File: config.mk
export PLATFORM = sky130hd
export DESIGN_NAME = fram_host_ctrl
export DESIGN_NICKNAME = d
export VERILOG_FILES = /design/src/core/fram_host_pkg.sv /design/src/core/fram_host_ctrl.sv /design/src/core/sync_two_flop.sv
export SDC_FILE = /design/constraint.sdc
export NUM_CORES = 1
export LEC_CHECK = 0
export BUFFER_PORTS_ARGS = -buffer_cell sky130_fd_sc_hd__clkbuf_2
export CORE_UTILIZATION = 40
export CTS_CLUSTER_DIAMETER = 150
export DETAILED_ROUTE_END_ITERATION = 8
export GPL_TIMING_DRIVEN = 0
export PLACE_DENSITY = 0.71
export SLEW_MARGIN = 20
export SYNTH_ARGS = -nofsm -noshare
export SYNTH_HDL_FRONTEND = slang
export SYNTH_HIERARCHICAL = 1
export SYNTH_SLANG_ARGS = --single-unit
File: constraint.sdc
create_clock -name clock -period 2.25 [get_ports clock]
set_input_delay 0.225 -clock clock [delete_from_list [all_inputs] [get_ports clock]]
set_output_delay 0.225 -clock clock [all_outputs]
set_load 0.005 [all_outputs]
File: src/core/fram_host_pkg.sv
// Constants shared by the bytewide memory host controller.
// Assumes a 10 MHz system clock driving all timing counts.
package fram_host_pkg;

   localparam int CLOCK_PERIOD_NS = 100;
   localparam int ADDR_W = 15;
   localparam int DATA_W = 8;

   // Interface minimum and maximum times in nanoseconds.
   localparam int SELECT_LOW_MIN_NS = 70;
   localparam int PRECHARGE_MIN_NS = 60;
   localparam int SELECT_TO_WRITE_RISE_MIN_NS = 70;
   localparam int WRITE_LOW_MIN_NS = 40;
   localparam int READ_VALID_MAX_NS = 70;
   localparam int OE_ACCESS_MAX_NS = 12;
   localparam int WRITE_RISE_TO_DRIVE_NS = 10;

   // Least times round up to whole cycles, never less than one.
   function automatic int cyclesUp(input int ns);
      int c;
      c = (ns + CLOCK_PERIOD_NS - 1) / CLOCK_PERIOD_NS;
      return (c < 1) ? 1 : c;
   endfunction

   localparam int SELECT_LOW_CYC = cyclesUp(SELECT_LOW_MIN_NS);
   localparam int PRECHARGE_CYC = cyclesUp(PRECHARGE_MIN_NS);
   localparam int SEL_TO_WR_CYC = cyclesUp(SELECT_TO_WRITE_RISE_MIN_NS);
   localparam int WRITE_LOW_CYC = cyclesUp(WRITE_LOW_MIN_NS);
   // Read data is sampled only after both access limits have passed.
   localparam int READ_WAIT_CYC = cyclesUp(READ_VALID_MAX_NS + OE_ACCESS_MAX_NS);
   localparam int BUS_TURN_CYC = cyclesUp(WRITE_RISE_TO_DRIVE_NS);

   localparam int CNT_W = 4;
   localparam logic [CNT_W-1:0] CNT_ONE = 4'h1;

   typedef enum logic [2:0]
   {
      ST_IDLE   = 3'b000,
      ST_READ   = 3'b001,
      ST_WRITE  = 3'b010,
      ST_WEND   = 3'b011,
      ST_PRECH  = 3'b100
   } hostState_t;

endpackage

File: src/core/fram_host_ctrl.sv
// Host-side controller for an asynchronous bytewide nonvolatile memory.
// Assumes a pull-up on the select pin and a single 10 MHz clock domain.
`timescale 1ns/100ps
module fram_host_ctrl
   import fram_host_pkg::*;
(
   input  wire logic              clock,
   input  wire logic              rst_b,
   input  wire logic              supplyGood,
   input  wire logic              reqValid,
   output logic                   reqReady,
   input  wire logic              reqWrite,
   input  wire logic [ADDR_W-1:0] reqAddr,
   input  wire logic [DATA_W-1:0] reqWdata,
   output logic                   rdValid,
   output logic      [DATA_W-1:0] rdData,
   output logic                   selectOut_b,
   output logic                   selectOe,
   output logic                   writeEn_b,
   output logic                   outEn_b,
   output logic      [ADDR_W-1:0] addrOut,
   input  wire logic [DATA_W-1:0] dataIn,
   output logic      [DATA_W-1:0] dataOut,
   output logic                   dataOe
);

   // ************************************************************
   // Reset release and input synchronisation
   // ************************************************************
   logic rstSync1_q;
   logic rstSync2_q;
   logic rstInt_b;

   always_ff @(posedge clock or negedge rst_b)
   begin
      if (!rst_b)
      begin
         rstSync1_q <= 1'b0;
         rstSync2_q <= 1'b0;
      end
      else
      begin
         rstSync1_q <= 1'b1;
         rstSync2_q <= rstSync1_q;
      end
   end

   assign rstInt_b = rstSync2_q;

   logic             supplyGoodSync;
   logic [DATA_W-1:0] dataInSync;

   // The supply monitor is asynchronous, so it is treated as low until proven good.
   sync_two_flop #(.WIDTH(1), .INIT(1'b0)) uSupplySync
   (
      .clock (clock),
      .rst_b (rstInt_b),
      .din   (supplyGood),
      .dout  (supplyGoodSync)
   );

   sync_two_flop #(.WIDTH(DATA_W), .INIT('0)) uDataSync
   (
      .clock (clock),
      .rst_b (rstInt_b),
      .din   (dataIn),
      .dout  (dataInSync)
   );

   // ************************************************************
   // Access sequencer
   // ************************************************************
   hostState_t        state_q;
   hostState_t        state_d;
   logic [CNT_W-1:0]  cnt_q;
   logic [CNT_W-1:0]  cnt_d;
   logic              selectLow_q;
   logic              selectLow_d;
   logic              writeLow_q;
   logic              writeLow_d;
   logic              outEnLow_q;
   logic              outEnLow_d;
   logic              dataDrive_q;
   logic              dataDrive_d;
   logic [ADDR_W-1:0] addr_q;
   logic [DATA_W-1:0] wdata_q;
   logic [DATA_W-1:0] rdData_q;
   logic              rdValid_q;
   logic [1:0]        rdPipe_q;
   logic              readEnd;
   logic              cntDone;
   logic              startAccess;
   logic              selOk;

   assign cntDone     = (cnt_q == CNT_ONE);
   assign readEnd     = (state_q == ST_READ) && cntDone;
   assign startAccess = (state_q == ST_IDLE) && reqValid && supplyGoodSync;
   assign reqReady    = (state_q == ST_IDLE) && supplyGoodSync;
   // The write pulse may end only when both its own width and select-to-rise are met.
   assign selOk       = cntDone;

   always_comb
   begin
      state_d     = state_q;
      cnt_d       = cnt_q;
      selectLow_d = selectLow_q;
      writeLow_d  = writeLow_q;
      outEnLow_d  = outEnLow_q;
      dataDrive_d = dataDrive_q;
      case (state_q)
         ST_IDLE:
         begin
            if (startAccess)
            begin
               // A fresh select fall opens every access; on a write, write enable falls and data is driven
               // with it so the cycle starts as a select-controlled write.
               selectLow_d = 1'b1;
               if (reqWrite)
               begin
                  writeLow_d  = 1'b1;
                  dataDrive_d = 1'b1;
                  cnt_d       = CNT_CNT(SEL_TO_WR_CYC, WRITE_LOW_CYC, SELECT_LOW_CYC);
                  state_d     = ST_WRITE;
               end
               else
               begin
                  outEnLow_d = 1'b1;
                  cnt_d      = CNT_CNT(READ_WAIT_CYC, SELECT_LOW_CYC, 1);
                  state_d    = ST_READ;
               end
            end
         end
         ST_READ:
         begin
            if (cntDone)
            begin
               selectLow_d = 1'b0;
               outEnLow_d  = 1'b0;
               cnt_d       = CNT_CNT(PRECHARGE_CYC, 1, 1);
               state_d     = ST_PRECH;
            end
            else
            begin
               cnt_d = cnt_q - CNT_ONE;
            end
         end
         ST_WRITE:
         begin
            if (selOk)
            begin
               // Write enable and select rise together; the device ends the write there.
               writeLow_d  = 1'b0;
               selectLow_d = 1'b0;
               cnt_d       = CNT_CNT(BUS_TURN_CYC, 1, 1);
               state_d     = ST_WEND;
            end
            else
            begin
               cnt_d = cnt_q - CNT_ONE;
            end
         end
         ST_WEND:
         begin
            // Data is held one more cycle past the rising edges (zero hold needed).
            dataDrive_d = 1'b0;
            cnt_d       = CNT_CNT(PRECHARGE_CYC, 1, 1);
            state_d     = ST_PRECH;
         end
         ST_PRECH:
         begin
            if (cntDone)
            begin
               state_d = ST_IDLE;
            end
            else
            begin
               cnt_d = cnt_q - CNT_ONE;
            end
         end
         default:
         begin
            state_d     = ST_IDLE;
            selectLow_d = 1'b0;
            writeLow_d  = 1'b0;
            outEnLow_d  = 1'b0;
            dataDrive_d = 1'b0;
         end
      endcase
   end

   // Largest of three cycle counts, cut to the counter width.
   function automatic logic [CNT_W-1:0] CNT_CNT(input int a, input int b, input int c);
      int m;
      m = (a > b) ? a : b;
      m = (m > c) ? m : c;
      return m[CNT_W-1:0];
   endfunction

   always_ff @(posedge clock or negedge rstInt_b)
   begin
      if (!rstInt_b)
      begin
         state_q     <= ST_IDLE;
         cnt_q       <= '0;
         selectLow_q <= 1'b0;
         writeLow_q  <= 1'b0;
         outEnLow_q  <= 1'b0;
         dataDrive_q <= 1'b0;
      end
      else
      begin
         state_q     <= state_d;
         cnt_q       <= cnt_d;
         selectLow_q <= selectLow_d;
         writeLow_q  <= writeLow_d;
         outEnLow_q  <= outEnLow_d;
         dataDrive_q <= dataDrive_d;
      end
   end

   // ************************************************************
   // Address, write data and read capture
   // ************************************************************
   always_ff @(posedge clock or negedge rstInt_b)
   begin
      if (!rstInt_b)
      begin
         addr_q    <= '0;
         wdata_q   <= '0;
         rdData_q  <= '0;
         rdValid_q <= 1'b0;
         rdPipe_q  <= '0;
      end
      else
      begin
         // Address is held for the whole access even though the device latched it.
         if (startAccess)
         begin
            addr_q  <= reqAddr;
            wdata_q <= reqWdata;
         end
         // The pins are taken at the edge that raises select; the synchroniser
         // needs two more edges before that byte can be stored.
         rdPipe_q  <= {rdPipe_q[0], readEnd};
         rdValid_q <= rdPipe_q[1];
         if (rdPipe_q[1])
         begin
            rdData_q <= dataInSync;
         end
      end
   end

   // ************************************************************
   // Pin drivers
   // ************************************************************
   // Select pin is released during reset so the pull-up tracks the supply.
   assign selectOe    = rstInt_b;
   assign selectOut_b = !selectLow_q;
   assign writeEn_b   = !writeLow_q;
   assign outEn_b     = !outEnLow_q;
   assign addrOut     = addr_q;
   assign dataOut     = wdata_q;
   assign dataOe      = dataDrive_q;
   assign rdData      = rdData_q;
   assign rdValid     = rdValid_q;

endmodule

File: src/core/sync_two_flop.sv
// Two flip-flop synchroniser for a bus of levels from outside the clock domain.
// Assumes the input bits are independent or quasi-static while sampled.
`timescale 1ns/100ps
module sync_two_flop
#(
   parameter int WIDTH = 1,
   parameter logic [WIDTH-1:0] INIT = '0
)
(
   input  wire logic             clock,
   input  wire logic             rst_b,
   input  wire logic [WIDTH-1:0] din,
   output logic      [WIDTH-1:0] dout
);

   logic [WIDTH-1:0] meta_q;

   always_ff @(posedge clock or negedge rst_b)
   begin
      if (!rst_b)
      begin
         meta_q <= INIT;
         dout   <= INIT;
      end
      else
      begin
         meta_q <= din;
         dout   <= meta_q;
      end
   end

endmodule

# == Yosys cells after proc, flatten, opt, wreduce, memory -nomap -nowiden ==
# Index checks and enable logic that the tools add are counted.
# totals
input_bits,36
ff_bits,65
# classes
mux,20
reduce_logical,20
n_addsub,1
n_eq_ne,13
n_bitwise,4
# ops
operator,n
one-hot mux 4 bit (4 select lines),1
one-hot mux 3 bit (5 select lines),1
!= test 2 bit (second input constant),7
2-to-1 mux 3 bit,4
2-to-1 mux 4 bit,3
AND reduction 4 bit,3
one-hot mux 1 bit (3 select lines),3
AND reduction 3 bit,3
OR reduction 3 bit,3
== test 3 x 2 -> 1 bit (second input constant),2
2-to-1 mux 1 bit,6
== test 4 x 1 -> 1 bit (second input constant),1
logical AND 1 bit,4
inverter 1 bit,4
nonzero test 4 bit,1
OR reduction 2 bit,2
subtractor 4 x 1 -> 4 bit (second input constant),1
== test 3 x 1 -> 1 bit (second input constant),1
== test 3 bit (second input constant),1
zero test 1 bit,3
zero test 3 bit,1
2-to-1 mux 2 bit,1
!= test 2 x 1 -> 1 bit (second input constant),1
one-hot mux 1 bit (2 select lines),1

# == Logic depth before layout (Yosys ltp) ==
# logic_depth
word_depth,5
ltp_mapped,7
depth_no_buf,6

# == By module ==
# The synthesis kept the hierarchy.
# modules_own_cells
module,area_each_um2,n_inst,cells_each,seq_area_each_um2
fram_host_ctrl,2050.7,1,149,1176.1
sync_two_flop (uDataSync),400.4,1,16,400.4
sync_two_flop (uSupplySync),50.0,1,2,50.0

# == Least setup slack after synthesis ==
# OpenSTA, ideal clock, no wires.
# synth_path
path_kind,register -> output
startpoint,"register rstSync2_q, in the netlist selectOe"
endpoint,output selectOe
n_path_buf,0
path_stages_with_launch,1
path_slack_ns,0.345
arrival_time_ns,1.680
required_time_ns,2.025
path_cell_list,dfrtp_1
# synth_lines
element,line,text
from (decl),fram_host_ctrl.sv:31,logic rstSync2_q;
from (signal assigned),fram_host_ctrl.sv:44,rstSync2_q <= rstSync1_q;
to (decl),fram_host_ctrl.sv:18,"output logic selectOe,"
# No word-level cell between the ends.

# == Worst setup path after layout ==
# layout_path
startpoint,register cnt_q[0]
endpoint,register cnt_q[3]
# layout_via
elab_chain_len,3
word_cells_on_any_way,7
# layout_rtl
element,line,text
from (decl),fram_host_ctrl.sv:75,logic [CNT_W-1:0] cnt_q;
from (signal assigned),fram_host_ctrl.sv:213,cnt_q <= cnt_d;
subtractor 4 x 1 -> 4 bit / == test 4 x 1 -> 1 bit (equally long branches),-,
"2-to-1 mux 4 bit, or another cell as far along",fram_host_ctrl.sv:171,if (cntDone)
one-hot mux 4 bit (4 select lines) / AND reduction 3 bit (equally long branches),-,
# Parallel ways exist; a longest one is shown, timed or not. The select of a mux whose other input is x is not followed.
# A chain may end at the register's enable or synchronous reset.

==> flow_summary_export.csv <==
group,metric,value,unit
timing,grt_setup_unrepaired,"no",
timing,layout_setup_ws,0.493,ns
power,ir_worst_vdd,0.624,mV
setup_path,rrSetupSlack,0.49,ns
clocking,ctsLongestPathBuffers,2,
grt,grt-ovfl-total,0,
timing,whs,0.115,ns
logic_synthesis,mappedNetlistNets,205,
logic_synthesis,ys_types,36,
setup_path,cp_slowest_cell,"dfrtp_1",
setup_path,worstReg2RegStart,"cnt_q[0]$_DFFE_PN0P_",
clocking,clock-sinks,65,
floorplanning,placement_rows,28,
setup_path,reg2regPathDepth,6,
placed_design,buffer_ports.inserted,73,
logic_synthesis,seq_area_frac_synth,65.0,%
setup_path,cp.arrival,1.96,ns
placed_design,place_congestion,0.748,
floorplanning,die-height,81.1,um
floorplanning,initial_core_utilization,41.8,%
clocking,clk_latency,0.32,ns
logic_synthesis,synth-warning-count,6,
cells_and_area,core_utilization_of_the_finished_layout,55.3,%
detailed_routing,drt_drc_violations_left,0,
timing,layout_min_cycle_time,1.76,ns
timing,finalHoldViolations,0,
setup_path,worst_setup_path_start_kind,"flop",
flow_run,drv.max_cap_violation_count,0,
min_path,hold-path-cell-count,2,
detailed_routing,routed_via_density,4.64,
setup_path,cp_max_fanout,7,
grt,grt_usage,14.3,%
timing,setup_viol_count_final,0,
timing,worst_slew_margin_rel,63.7,%
floorplanning,chipWidth,81.1,um
logic_synthesis,synthesis.area_per_instance,15.0,um2
timing,timing_worst_slew_pin_value,0.543,ns
setup_path,critical_path.reg2reg.endpoint,"cnt_q[3]$_DFFE_PN0P_",
min_path,worstHoldPathType,"input pin to flop",
setup_path,endpoint_kind,"flop",
cells_and_area,area_added_between_synthesis_and_finish,32.5,%
clocking,tritoncts,"done",
timing,finalSetupTns,0,ns
grt,first_pass_grt_wire_length,6840,um
floorplanning,boundaryPins,74,
power,static-leakage-power,1.62,nW
logic_synthesis,synth_cells,167,
detailed_routing,firstDrtPassIters,4,
placed_design,dp_hpwl,3040,um
clocking,postCtsSetupBuffers,0,
power,design_power_total,4.39,mW
cells_and_area,antenna-diode-count,0,
timing,timing.final.crit_share,78.1,%
setup_path,critical_path_class,"flop to flop",
clocking,cts_made_buffers,9,
min_path,min_delay_worst_endpoint,"addrOut[7]$_DFFE_PN0P_",
detailed_routing,via_count,1586,
floorplanning,die_area,6570,um2
clocking,cts.clk_slew.worst_paths,0.07,ns
timing,drv_slew,0,
min_path,holdCritStartpoint,"reqAddr[7]",
setup_path,path_cells,"ha_1, or3b_1, buf_2, nand3_1, and2b_1, a221o_1",
detailed_routing,detail_route.wl_per_cell,12.6,um
grt,number_of_antenna_violations_at_the_first_check_in_global_routing,0,
logic_synthesis,netlist_area,2500,um2
clocking,clock_tree.root_cell,"clkbuf_8",
clocking,htree_num_levels,3,
floorplanning,fp.coreArea,5990,um2
cells_and_area,nFillCells,492,
setup_path,required,2.46,ns
grt,first_global_vias,1522,
outcome,status,"finished, final reports clean",
timing,worst_clock_skew,0.00697,ns
logic_synthesis,ys_ff_latch,65,
grt,grt_start_max_net_pins,35,
detailed_routing,dr.first_iter.drc_count,64,
cells_and_area,nNetsFinal,300,
detailed_routing,wirelength,4320,um
setup_path,worst_stage_delay_on_the_critical_path,0.42,ns
power,powerDensity,1320,nW/um2
placed_design,placement.setup.worst_slack,0.508,ns
cells_and_area,drive_gt1_share,47.9,%
timing,max_clock_freq,569,MHz
detailed_routing,detail-route-antenna-nets,0,
==> synth_stat cells, drive strengths merged <==
master | number | area [um2]
nor4 | 1 | 6.26
nand3 | 4 | 20.0
a21oi | 7 | 35.0
a211o | 1 | 8.76
o21ai | 9 | 45.0
o31ai | 1 | 7.51
nor3 | 2 | 10.0
a221o | 1 | 10.0
nand2b | 4 | 25.0
nor4b | 1 | 15.0
xor2 | 1 | 8.76
o2bb2ai | 1 | 8.76
conb | 1 | 3.75
a21boi | 1 | 7.51
or3 | 1 | 6.26
and3 | 1 | 6.26
o22a | 1 | 8.76
ha | 2 | 25.0
clkbuf | 2 | 7.51
nand2 | 3 | 11.3
nor3b | 2 | 15.0
inv | 7 | 26.3
dfrtp | 65 | 1630
nor2 | 6 | 25.0
and2 | 2 | 12.5
and2b | 1 | 7.51
mux2 | 31 | 424
o211ai | 1 | 12.5
or3b | 1 | 8.76
buf | 6 | 66.3
==> flip-flops by register name, summed over array words and instances, names as in the netlist, 2 cells and up <==
register	cells
addrOut	15
cnt_q	4
dataOut	8
rdData	8
rdPipe_q	2
state_q	3
uDataSync/dout	8
uDataSync/meta_q	8
==> worst max-delay path: cells and delay by family, from the launching register on <==
kind | cells | cell delay (ns)
simple gates | 3 | 0.49
flops | 1 | 0.42
compound gates | 1 | 0.35
fa+ha+maj | 1 | 0.22
buf+inv | 1 | 0.17
==> routing by layer <==
layer,global-route usage (%),share of wire (%),vias up,routed length [um]
met4,5.89,0.35,0,15
li1,-,-,760,-
met3,5.39,4.9,2,213
met5,0,0,-,0
met2,22.9,49,47,2120
met1,17.3,46,777,1970
==> cell type report <==
type | instances | area, um2 | area share, %
clock inverter | 6 | 91.3 | 2.76
sequential | 65 | 1630 | 49.2
inverter | 7 | 26.3 | 0.793
tap | 75 | 93.8 | 2.83
timing repair buffer | 84 | 485 | 14.7
clock buffer | 10 | 138 | 4.15
buffer | 8 | 73.8 | 2.23
multi-input combinational | 87 | 774 | 23.4
==> worst max-delay path by stage <==
stage                              start                      to  slack [ns]  cells after the start
finish              cnt_q[0]$_DFFE_PN0P_    cnt_q[3]$_DFFE_PN0P_        0.49                      6
global route        cnt_q[1]$_DFFE_PN0P_    cnt_q[3]$_DFFE_PN0P_        0.37                      7
CTS                 cnt_q[0]$_DFFE_PN0P_    cnt_q[3]$_DFFE_PN0P_        0.49                      6
detailed placement  cnt_q[0]$_DFFE_PN0P_    cnt_q[3]$_DFFE_PN0P_        0.51                      6
global placement      selectOe$_DFF_PN0_                selectOe       -0.51                      1
floorplan             selectOe$_DFF_PN0_  addrOut[0]$_DFFE_PN0P_        0.26                      0
==> cell usage in the layout (no fill, tap or decap), types with 3 or more instances in the layout <==
master	count
mux2_4	20
clkbuf_8	10
inv_1	7
nand3_1	4
o21ai_1	5
clkinvlp_4	3
nand2_1	3
mux2_2	8
a21oi_1	7
buf_12	3
buf_2	3
dlygate4sd3_1	10
dfrtp_1	64
nand2b_1	4
clkbuf_2	73
mux2_1	3
o21ai_0	4
nor2_1	5
==> through the flow <==
stage | std cells | area, um2
after floorplan | 167 | 2500
after global placement | 315 | 2960
after detailed placement | 316 | 2980
after CTS | 342 | 3310
after global routing | 342 | 3310
final | 342 | 3310
==> timing repair <==
item,CTS,global route
endpoints found under the setup margin,0,0
hold buffers,10,0
endpoints found under the hold margin,11,0
gates resized for setup,0,0
==> cells by family (layout without fill, tap and decap cells) <==
family                   after synthesis  in the layout  share of synthesized area [%]
buffers and inverters                 15            115                           4.00
other                                  1              1                          0.150
AO/OA/AOI/OAI                         23             23                           5.75
adder cells (fa/ha/maj)                2              2                           1.00
XOR/XNOR                               1              1                          0.350
AND/OR/NAND/NOR                       29             29                           6.75
multiplexers                          31             31                           17.0
flip-flops                            65             65                           65.0
==> power by group <==
part	total, mW	switching (mW)	internal, mW
Sequential	1.82	0.246	1.57
Combinational	1.47	0.610	0.862
Clock	1.09	0.438	0.655
Note: power is estimated with default switching activity, not from simulation.
